<file path="config.mk">
export PLATFORM = sky130hd
export DESIGN_NAME = ssp_slave
export DESIGN_NICKNAME = d
export VERILOG_FILES = /design/src/include/ssp_pkg.sv /design/src/hw/ssp_slave.sv
export SDC_FILE = /design/constraint.sdc
export NUM_CORES = 1
export LEC_CHECK = 0
export BUFFER_PORTS_ARGS = -buffer_cell sky130_fd_sc_hd__buf_4
export CAP_MARGIN = 20
export CORE_ASPECT_RATIO = 0.5
export CORE_MARGIN = 3
export CORE_UTILIZATION = 50
export DETAILED_ROUTE_END_ITERATION = 10
export PLACE_DENSITY = 0.69
export SLEW_MARGIN = 20
export SYNTH_ARGS = -nofsm -noshare
export SYNTH_HDL_FRONTEND = slang
export SYNTH_SLANG_ARGS = --single-unit
</file>
<file path="constraint.sdc">
create_clock -name CLK -period 2.38 [get_ports CLK]
set_input_delay 0.119 -clock CLK [delete_from_list [all_inputs] [get_ports CLK]]
set_output_delay 0.119 -clock CLK [all_outputs]
set_load 0.01 [all_outputs]
</file>
<file path="src/include/ssp_pkg.sv">
//=============================================================================
// Functional notes
// - Slave transmit behaves like master transmit except during sleep.
// - First of two queued words moves to shifter at once and shifts.
// - Second word waits in holding; empty flag stays clear meanwhile.
// - After first word ends, second loads into shifter, then flag sets.
// - Raised transmit flag with its enable wakes device; interrupt follows.
// - Slave mode needs sync bit and port enable set, clock source clear.
// - Nine-bit transmit sends ninth bit field after the eight data bits.
// - With transmit enable set, writing holding register starts transmit.
// - Single-receive enable is ignored; continuous enable alone controls.
// - Continuous receive keeps working in sleep or idle.
// - Complete word moves from receive shifter into receive buffer.
// - Receive flag with its enable wakes device from sleep or idle.
// - Receive flag sets on completion; interrupt only if enabled.
// - Nine-bit receive by its enable; status read before data read.
// - Clearing continuous-receive enable clears pending receive errors.
// - Shift clock comes in on the clock pin from the external master.
// - Transmit empty flag is read-only, cleared only by holding write.
// - Read-only shifter-empty bit set while transmit shifter holds nothing.
//=============================================================================
package ssp_pkg;
  // Register offsets
  localparam logic [3:0] ADDR_FLAGS    = 4'h0;
  localparam logic [3:0] ADDR_ENABLES  = 4'h1;
  localparam logic [3:0] ADDR_PRIORITY = 4'h2;
  localparam logic [3:0] ADDR_RXSTAT   = 4'h3;
  localparam logic [3:0] ADDR_TXHOLD   = 4'h4;
  localparam logic [3:0] ADDR_TXSTAT   = 4'h5;
  localparam logic [3:0] ADDR_RATECTL  = 4'h6;
  localparam logic [3:0] ADDR_DIVHI    = 4'h7;
  localparam logic [3:0] ADDR_DIVLO    = 4'h8;
  localparam logic [3:0] ADDR_RXBUF    = 4'h9;
  // Flag and enable bit positions
  localparam int BIT_RXFLAG = 5;
  localparam int BIT_TXFLAG = 4;
  // Receive status and control bits
  localparam int BIT_PORT_EN = 7;
  localparam int BIT_RX9_EN  = 6;
  localparam int BIT_SINGLE_RECEIVE_ENABLE    = 5;
  localparam int BIT_CONTINUOUS_RECEIVE_ENABLE    = 4;
  localparam int BIT_ADDEN   = 3;
  localparam int BIT_FRAMERR = 2;
  localparam int BIT_OVERRUN = 1;
  localparam int BIT_RX_NINTH_BIT    = 0;
  // Transmit status and control bits
  localparam int BIT_CLKSRC  = 7;
  localparam int BIT_TX9_EN  = 6;
  localparam int BIT_TX_EN   = 5;
  localparam int BIT_SYNC    = 4;
  localparam int BIT_SHIFTER_EMPTY_STATUS    = 1;
  localparam int BIT_TX_NINTH_BIT    = 0;
  // Reset values and rate-control write mask
  localparam logic [7:0] RESET_ZERO   = 8'h00;
  localparam logic [7:0] RESET_TXSTAT = 8'h02;
  localparam logic [7:0] RATECTL_MASK = 8'hFB;
  // Word lengths in bits
  localparam logic [3:0] LEN_EIGHT = 4'h8;
  localparam logic [3:0] LEN_NINE  = 4'h9;
endpackage

</file>
<file path="src/hw/ssp_slave.sv">
// The implementer's own choices: the plain strobed port and the placing of the registers.
`timescale 1ns/100ps
module ssp_slave
  import ssp_pkg::*;
(
  // Clock and reset
  input  wire logic       CLK,
  input  wire logic       RESET,
  // Register port
  input  wire logic [3:0] ADDR,
  input  wire logic [7:0] WDATA,
  input  wire logic       WR,
  input  wire logic       RD,
  output logic      [7:0] RDATA,
  // Serial pins
  input  wire logic       SHIFT_CLOCK_PIN,
  input  wire logic       DATA_IN,
  output logic            DATA_OUT,
  output logic            DATA_OE,
  // Low-power status and wake
  input  wire logic       LOW_POWER,
  output logic            TX_IRQ,
  output logic            RX_IRQ,
  output logic            WAKE
);

  //===========================================================================
  // Registers
  logic [7:0] enables;
  logic [7:0] priority_reg;
  logic [7:0] rate_control;
  logic [7:0] div_hi;
  logic [7:0] div_lo;
  logic       port_enable;
  logic       rx_nine_bit_enable;
  logic       single_receive_enable;
  logic       continuous_receive_enable;
  logic       addr_detect;
  logic       clock_source_select;
  logic       tx_nine_bit_enable;
  logic       transmit_enable;
  logic       sync_mode;
  logic       tx_ninth_bit;
  logic [7:0] transmit_holding;
  logic       hold_full;
  logic       tx_buffer_empty_flag;
  logic [8:0] transmit_shifter;
  logic [3:0] tx_count;
  logic       shifter_busy;
  logic [8:0] receive_shifter;
  logic [3:0] rx_count;
  logic [7:0] receive_buffer;
  logic       rx_ninth_bit;
  logic       rx_complete_flag;
  logic       overrun;
  logic       ck_meta;
  logic       ck_sync;
  logic       ck_last;
  logic       din_meta;
  logic       din_sync;

  //===========================================================================
  // Decodes
  logic       slave_mode;
  logic       ck_rise;
  logic       ck_fall;
  logic       wr_hold;
  logic       rd_buf;
  logic       load_shifter;
  logic       tx_done;
  logic       rx_done;
  logic [3:0] tx_len;
  logic [3:0] rx_len;

  // Slave mode select
  assign slave_mode = sync_mode & port_enable & ~clock_source_select;
  // Pin clock edges, read only after the second synchroniser stage
  assign ck_rise = ck_sync & ~ck_last;
  assign ck_fall = ~ck_sync & ck_last;
  assign wr_hold = WR & (ADDR == ADDR_TXHOLD);
  assign rd_buf  = RD & (ADDR == ADDR_RXBUF);
  assign tx_len  = tx_nine_bit_enable ? LEN_NINE : LEN_EIGHT;
  assign rx_len  = rx_nine_bit_enable ? LEN_NINE : LEN_EIGHT;
  // Last bit of a word leaves on a rising edge
  assign tx_done = shifter_busy & ck_rise & (tx_count == tx_len - 4'h1);
  // Shifter takes held word whenever it is free in slave mode with transmit enabled; sleep changes nothing
  assign load_shifter = hold_full & ~shifter_busy & transmit_enable
                        & slave_mode;
  // Receive samples on falling edges, continuous enable only
  assign rx_done = slave_mode & continuous_receive_enable & ck_fall
                   & (rx_count == rx_len - 4'h1);

  //===========================================================================
  // Input synchronisers
  always_ff @(posedge CLK) begin
    if (RESET) begin
      ck_meta  <= 1'b0;
      ck_sync  <= 1'b0;
      ck_last  <= 1'b0;
      din_meta <= 1'b0;
      din_sync <= 1'b0;
    end else begin
      ck_meta  <= SHIFT_CLOCK_PIN;
      ck_sync  <= ck_meta;
      ck_last  <= ck_sync;
      din_meta <= DATA_IN;
      din_sync <= din_meta;
    end
  end

  //===========================================================================
  // Control registers written by software
  always_ff @(posedge CLK) begin
    if (RESET) begin
      enables                   <= RESET_ZERO;
      priority_reg              <= RESET_ZERO;
      rate_control              <= RESET_ZERO;
      div_hi                    <= RESET_ZERO;
      div_lo                    <= RESET_ZERO;
      port_enable               <= 1'b0;
      rx_nine_bit_enable        <= 1'b0;
      single_receive_enable     <= 1'b0;
      continuous_receive_enable <= 1'b0;
      addr_detect               <= 1'b0;
      clock_source_select       <= 1'b0;
      tx_nine_bit_enable        <= 1'b0;
      transmit_enable           <= 1'b0;
      sync_mode                 <= 1'b0;
      tx_ninth_bit              <= 1'b0;
    end else if (WR) begin
      unique case (ADDR)
        ADDR_ENABLES:  enables      <= WDATA;
        ADDR_PRIORITY: priority_reg <= WDATA;
        ADDR_RATECTL:  rate_control <= WDATA & RATECTL_MASK;
        ADDR_DIVHI:    div_hi       <= WDATA;
        ADDR_DIVLO:    div_lo       <= WDATA;
        ADDR_RXSTAT: begin
          port_enable               <= WDATA[BIT_PORT_EN];
          rx_nine_bit_enable        <= WDATA[BIT_RX9_EN];
          single_receive_enable     <= WDATA[BIT_SINGLE_RECEIVE_ENABLE];
          continuous_receive_enable <= WDATA[BIT_CONTINUOUS_RECEIVE_ENABLE];
          addr_detect               <= WDATA[BIT_ADDEN];
        end
        ADDR_TXSTAT: begin
          clock_source_select <= WDATA[BIT_CLKSRC];
          tx_nine_bit_enable  <= WDATA[BIT_TX9_EN];
          transmit_enable     <= WDATA[BIT_TX_EN];
          sync_mode           <= WDATA[BIT_SYNC];
          tx_ninth_bit        <= WDATA[BIT_TX_NINTH_BIT];
        end
        default: ;
      endcase
    end
  end

  //===========================================================================
  // Transmit holding register and empty flag
  always_ff @(posedge CLK) begin
    if (RESET) begin
      transmit_holding     <= RESET_ZERO;
      hold_full            <= 1'b0;
      tx_buffer_empty_flag <= 1'b0;
    end else if (wr_hold) begin
      transmit_holding     <= WDATA;
      hold_full            <= 1'b1;
      tx_buffer_empty_flag <= 1'b0;     // Only a holding write clears
    end else if (load_shifter) begin
      hold_full            <= 1'b0;
      tx_buffer_empty_flag <= 1'b1;     // Set after the hand-off
    end
  end

  //===========================================================================
  // Transmit shifter, LSB first, ninth bit last
  always_ff @(posedge CLK) begin
    if (RESET) begin
      transmit_shifter <= 9'h000;
      tx_count         <= 4'h0;
      shifter_busy     <= 1'b0;
    end else if (!slave_mode || !transmit_enable) begin
      shifter_busy <= 1'b0;
      tx_count     <= 4'h0;
    end else if (load_shifter) begin
      transmit_shifter <= {tx_ninth_bit, transmit_holding};
      tx_count         <= 4'h0;
      shifter_busy     <= 1'b1;
    end else if (tx_done) begin
      shifter_busy <= 1'b0;             // Next word may now load
    end else if (shifter_busy && ck_rise) begin
      transmit_shifter <= {1'b0, transmit_shifter[8:1]};
      tx_count         <= tx_count + 4'h1;
    end
  end

  // Data pin drive: bit 0 of shifter stands until next rising edge
  always_ff @(posedge CLK) begin
    if (RESET) begin
      DATA_OUT <= 1'b0;
      DATA_OE  <= 1'b0;
    end else begin
      DATA_OUT <= transmit_shifter[0];
      DATA_OE  <= slave_mode & transmit_enable;
    end
  end

  //===========================================================================
  // Receive shifter
  always_ff @(posedge CLK) begin
    if (RESET) begin
      receive_shifter <= 9'h000;
      rx_count        <= 4'h0;
    end else if (!slave_mode || !continuous_receive_enable) begin
      rx_count <= 4'h0;
    end else if (ck_fall) begin
      receive_shifter <= {din_sync, receive_shifter[8:1]};
      rx_count <= rx_done ? 4'h0 : rx_count + 4'h1;
    end
  end

  // Receive buffer, flag and overrun error
  always_ff @(posedge CLK) begin
    if (RESET) begin
      receive_buffer   <= RESET_ZERO;
      rx_ninth_bit     <= 1'b0;
      rx_complete_flag <= 1'b0;
      overrun          <= 1'b0;
    end else begin
      // A word that arrives over an unread buffer is dropped
      if (rx_done && !overrun && (!rx_complete_flag || rd_buf)) begin
        // Nine-bit word: eight data bits low, last bit is the ninth
        if (rx_nine_bit_enable) begin
          receive_buffer <= receive_shifter[8:1];
          rx_ninth_bit   <= din_sync;
        end else begin
          receive_buffer <= {din_sync, receive_shifter[8:2]};
          rx_ninth_bit   <= 1'b0;
        end
        rx_complete_flag <= 1'b1;
      end else if (rd_buf) begin
        rx_complete_flag <= 1'b0;
      end
      // Word lost while buffer still unread
      if (rx_done && rx_complete_flag && !rd_buf) begin
        overrun <= 1'b1;
      end else if (!continuous_receive_enable) begin
        overrun <= 1'b0;
      end
    end
  end

  //===========================================================================
  // Interrupt requests and wake
  always_ff @(posedge CLK) begin
    if (RESET) begin
      TX_IRQ <= 1'b0;
      RX_IRQ <= 1'b0;
      WAKE   <= 1'b0;
    end else begin
      TX_IRQ <= tx_buffer_empty_flag & enables[BIT_TXFLAG];
      RX_IRQ <= rx_complete_flag & enables[BIT_RXFLAG];
      WAKE   <= LOW_POWER & ((tx_buffer_empty_flag & enables[BIT_TXFLAG])
                | (rx_complete_flag & enables[BIT_RXFLAG]));
    end
  end

  //===========================================================================
  // Read data, one cycle after the strobe
  always_ff @(posedge CLK) begin
    if (RESET) begin
      RDATA <= RESET_ZERO;
    end else if (RD) begin
      unique case (ADDR)
        ADDR_FLAGS:    RDATA <= {2'b00, rx_complete_flag,
                                 tx_buffer_empty_flag, 4'h0};
        ADDR_ENABLES:  RDATA <= enables;
        ADDR_PRIORITY: RDATA <= priority_reg;
        ADDR_RXSTAT:   RDATA <= {port_enable, rx_nine_bit_enable,
                                 single_receive_enable,
                                 continuous_receive_enable, addr_detect,
                                 1'b0, overrun, rx_ninth_bit};
        ADDR_TXSTAT:   RDATA <= {clock_source_select, tx_nine_bit_enable,
                                 transmit_enable, sync_mode, 2'b00,
                                 ~shifter_busy, tx_ninth_bit};
        ADDR_RATECTL:  RDATA <= rate_control;
        ADDR_DIVHI:    RDATA <= div_hi;
        ADDR_DIVLO:    RDATA <= div_lo;
        ADDR_RXBUF:    RDATA <= receive_buffer;
        default:       RDATA <= RESET_ZERO;
      endcase
    end else begin
      RDATA <= RESET_ZERO;
    end
  end

endmodule

</file>
==> impl_metrics.toml <==
[layout]
multi_input_area_mm2 = 0.002601
drive_above_1_share = 0.1758
largest_reg_flops = 9
n_antenna_cell = 0
ff_latch_area_mm2 = 0.002282
nets = 613
fill_cells = 845
layout.cells.non_filler = 738
syn_to_final_growth_pct = 17.49
regMostFlops = "transmit_shifter"

[synth]
synth_common_cells = "dfxtp_1, nor2_1, a21oi_1"
synth_cell_types = 64
synth.top_cell.area_share = 0.4474
syn_area_per_cell_um2 = 8.997
synth.largest_area_cell = "dfxtp_1"
ys.flop_type = "dfxtp_1"
synthTopCellsByArea = "dfxtp_1, mux2i_1, a21oi_1"
synth_area_mm2 = 0.005101
synth-async-reset-ratio = 0
yosysMostFrequentCell = "dfxtp_1"
synth_edf_count = 0
yosysWarnings = 0
ys_ff_latch = 114
synth.yosys.seq_area_share = 0.4474
syn-instance-count = 567
syn_nets = 588

[critical_path]
path_class = "reg -> reg"
start_kind = "flop"
crit_top_cell = "nand4b_1"
critPathSlowestCell = "nand4b_1"
cp_top_family = "simple AND/OR/NAND/NOR gates"
cp.arrival_ns = 2.13
cp.depth = 5
crit_path_max_fanout = 10
cp-end-kind = "flop"
r2r-end = "receive_buffer[5]"
r2r_slack_ns = 0.54
reg2regPathDepth = 5
r2r_start = "continuous_receive_enable"
cp.buffers_inverters = 1
path_cells = "nand4b_1, nor2_2, nand4b_1, buf_4, mux2_4"
cp.required_ns = 2.67
cpPeakStageDelay_ns = 0.43

[global_routing]
grt_pass1_wl_mm = 21.08
grt_usage = 0.2350
grt_start_max_net_pins = 62
overflow = 0
antenna_found_initial = 0
grt_pass1_vias = 3880

[die]
io_pins = 32
core_area_mm2 = 0.009697
die-area_mm2 = 0.01152
die_h_um = 77.42
initial_core_util = 0.5261
die_w_um = 148.8
fp-row-count = 25

[drt]
drt_pass1_iterations = 5
vias = 4231
wl_per_cell_um = 17.49
drt_iter0_drc = 374
wirelength_mm = 12.91
drcViolationCount = 0
via_per_inst = 5.733
antenna_left = 0

[sta]
finalSetupViolCount = 0
timing.final.crit_share = 0.7743
hold_violations = 0
drv_slew = 0
worstMarginPinSlew_ns = 0.6711
rsz0062_at_grt = "no"
min_period_ns = 1.843
setup_tns_ns = 0
fin_skew_ns = 0.005198
relSlewSlack = 0.5526
fmax_ghz = 0.5427

[clock_tree]
insertion_delay_ns = 0.41
post-cts-setup-buffers = 0
cts_num_sinks = 114
hold_buffers = 3
ctsResizeCount = 0
ctsLongestPathBuffers = 2
tritoncts = "done"
clkTransAtPathRegs_ns = 0.05
ctsHtreeMaxLevel = 4
cts_root_buf = "clkbuf_16"
cts_buffers = 17

[placed_design]
port_buffers = 31
routabilityCongestion = 0.8985
hpwl_mm = 8.615
dp.cells = 705

[hold_path]
hold_end = "div_hi[1]"
hold_class = "in -> reg"
hold_depth = 3
hold_start = "WDATA[1]"

[outcome]
status = "finished clean"

[power_and_ir_drop]
ir_drop_mv = 0.4687
leakage_nw = 2.269
powerDensity_mw_per_mm2 = 752.1

[run]
max_cap_violations = 0
## layout make-up
class	count	area share
Multi-Input combinational cell	404	0.4340
Sequential cell	114	0.3808
Clock buffer	24	0.08205
Timing Repair Buffer	48	0.06138
Tap cell	135	0.02818
Clock inverter	6	0.009186
Inverter	7	0.004384
## worst max-delay path by stage
stage / to / slack [ns] / from
2_1_floorplan: receive_buffer[0] / 0.81 / rx_count[0]
3_3_place_gp: receive_buffer[4] / 0.59 / continuous_receive_enable
5_1_grt: transmit_shifter[5] / 0.34 / tx_count[0]
4_1_cts: receive_buffer[5] / 0.54 / continuous_receive_enable
3_5_place_dp: transmit_shifter[5] / 0.55 / tx_count[0]
6_report: receive_buffer[5] / 0.54 / continuous_receive_enable
## cell families (layout without fill, tap and decap cells)
group,after synthesis,in the layout,synth area share
fa+ha+maj,2,2,0.004905
mux,60,60,0.1344
compound gates,126,126,0.1570
buf+inv,49,85,0.04267
flops,114,114,0.4474
xor+xnor,2,2,0.003435
simple gates,214,214,0.2102
## metal layers
layer / global-route usage / part of all wire / vias to the layer above
li1: - / - / 2053
met1: 0.3365 / 0.48 / 2022
met2: 0.3495 / 0.44 / 139
met3: 0.05368 / 0.070 / 17
met4: 0.08128 / 0.015 / 0
met5: 0 / 0 / -
## layout by cell type, fill, tap and decap left out, drive strengths merged, types with 2 or more instances in the layout
cell type | Yosys | final
dfxtp | 114 | 114
nor2 | 60 | 60
a21oi | 54 | 54
nand2 | 51 | 51
buf | 19 | 45
mux2i | 43 | 43
nand3 | 36 | 36
o21ai | 33 | 33
clkbuf | 23 | 24
nor2b | 23 | 23
mux2 | 14 | 14
a311oi | 10 | 10
nand2b | 9 | 9
inv | 7 | 7
nand3b | 6 | 6
clkinv | 0 | 5
nor3 | 5 | 5
or2 | 5 | 5
or3 | 4 | 4
nand4b | 3 | 3
mux4 | 3 | 3
a22oi | 3 | 3
a32oi | 3 | 3
dlygate4sd3 | 0 | 3
o22ai | 3 | 3
and3b | 2 | 2
o22a | 2 | 2
o31ai | 2 | 2
or4 | 2 | 2
xnor2 | 2 | 2
and3 | 2 | 2
a31o | 2 | 2
ha | 2 | 2
nor3b | 2 | 2
## where the power goes
group,switching [mW],total [mW],internal [mW],leakage [nW]
Combinational,0.145,0.221,0.0759,1.07
Sequential,0.0103,1.94,1.93,0.920
Clock,0.826,2.35,1.52,0.275
Total,0.981,4.51,3.53,2.27
## worst min-delay path: stages
cell and delay [ns]:
buf_4 0.14, nand2_1 0.06, a21oi_1 0.05
## through the flow
stage	setup slack [ns]	area, µm²	util	total power, mW	hold WS (ns)
5_1_grt	0.3398	5993	0.6181	4.655	0.009806
3_5_place_dp	0.5470	5416	0.5586	2.190	0.3307
3_3_place_gp	0.5914	5416	0.5586	2.189	0.3242
2_1_floorplan	0.8054	5101	-	2.112	0.2366
6_report	0.5373	5993	0.6181	4.508	0.02048
4_1_cts	0.5430	5993	0.6181	4.534	0.003248
No activity file was read; power rests on OpenSTA's default activity.
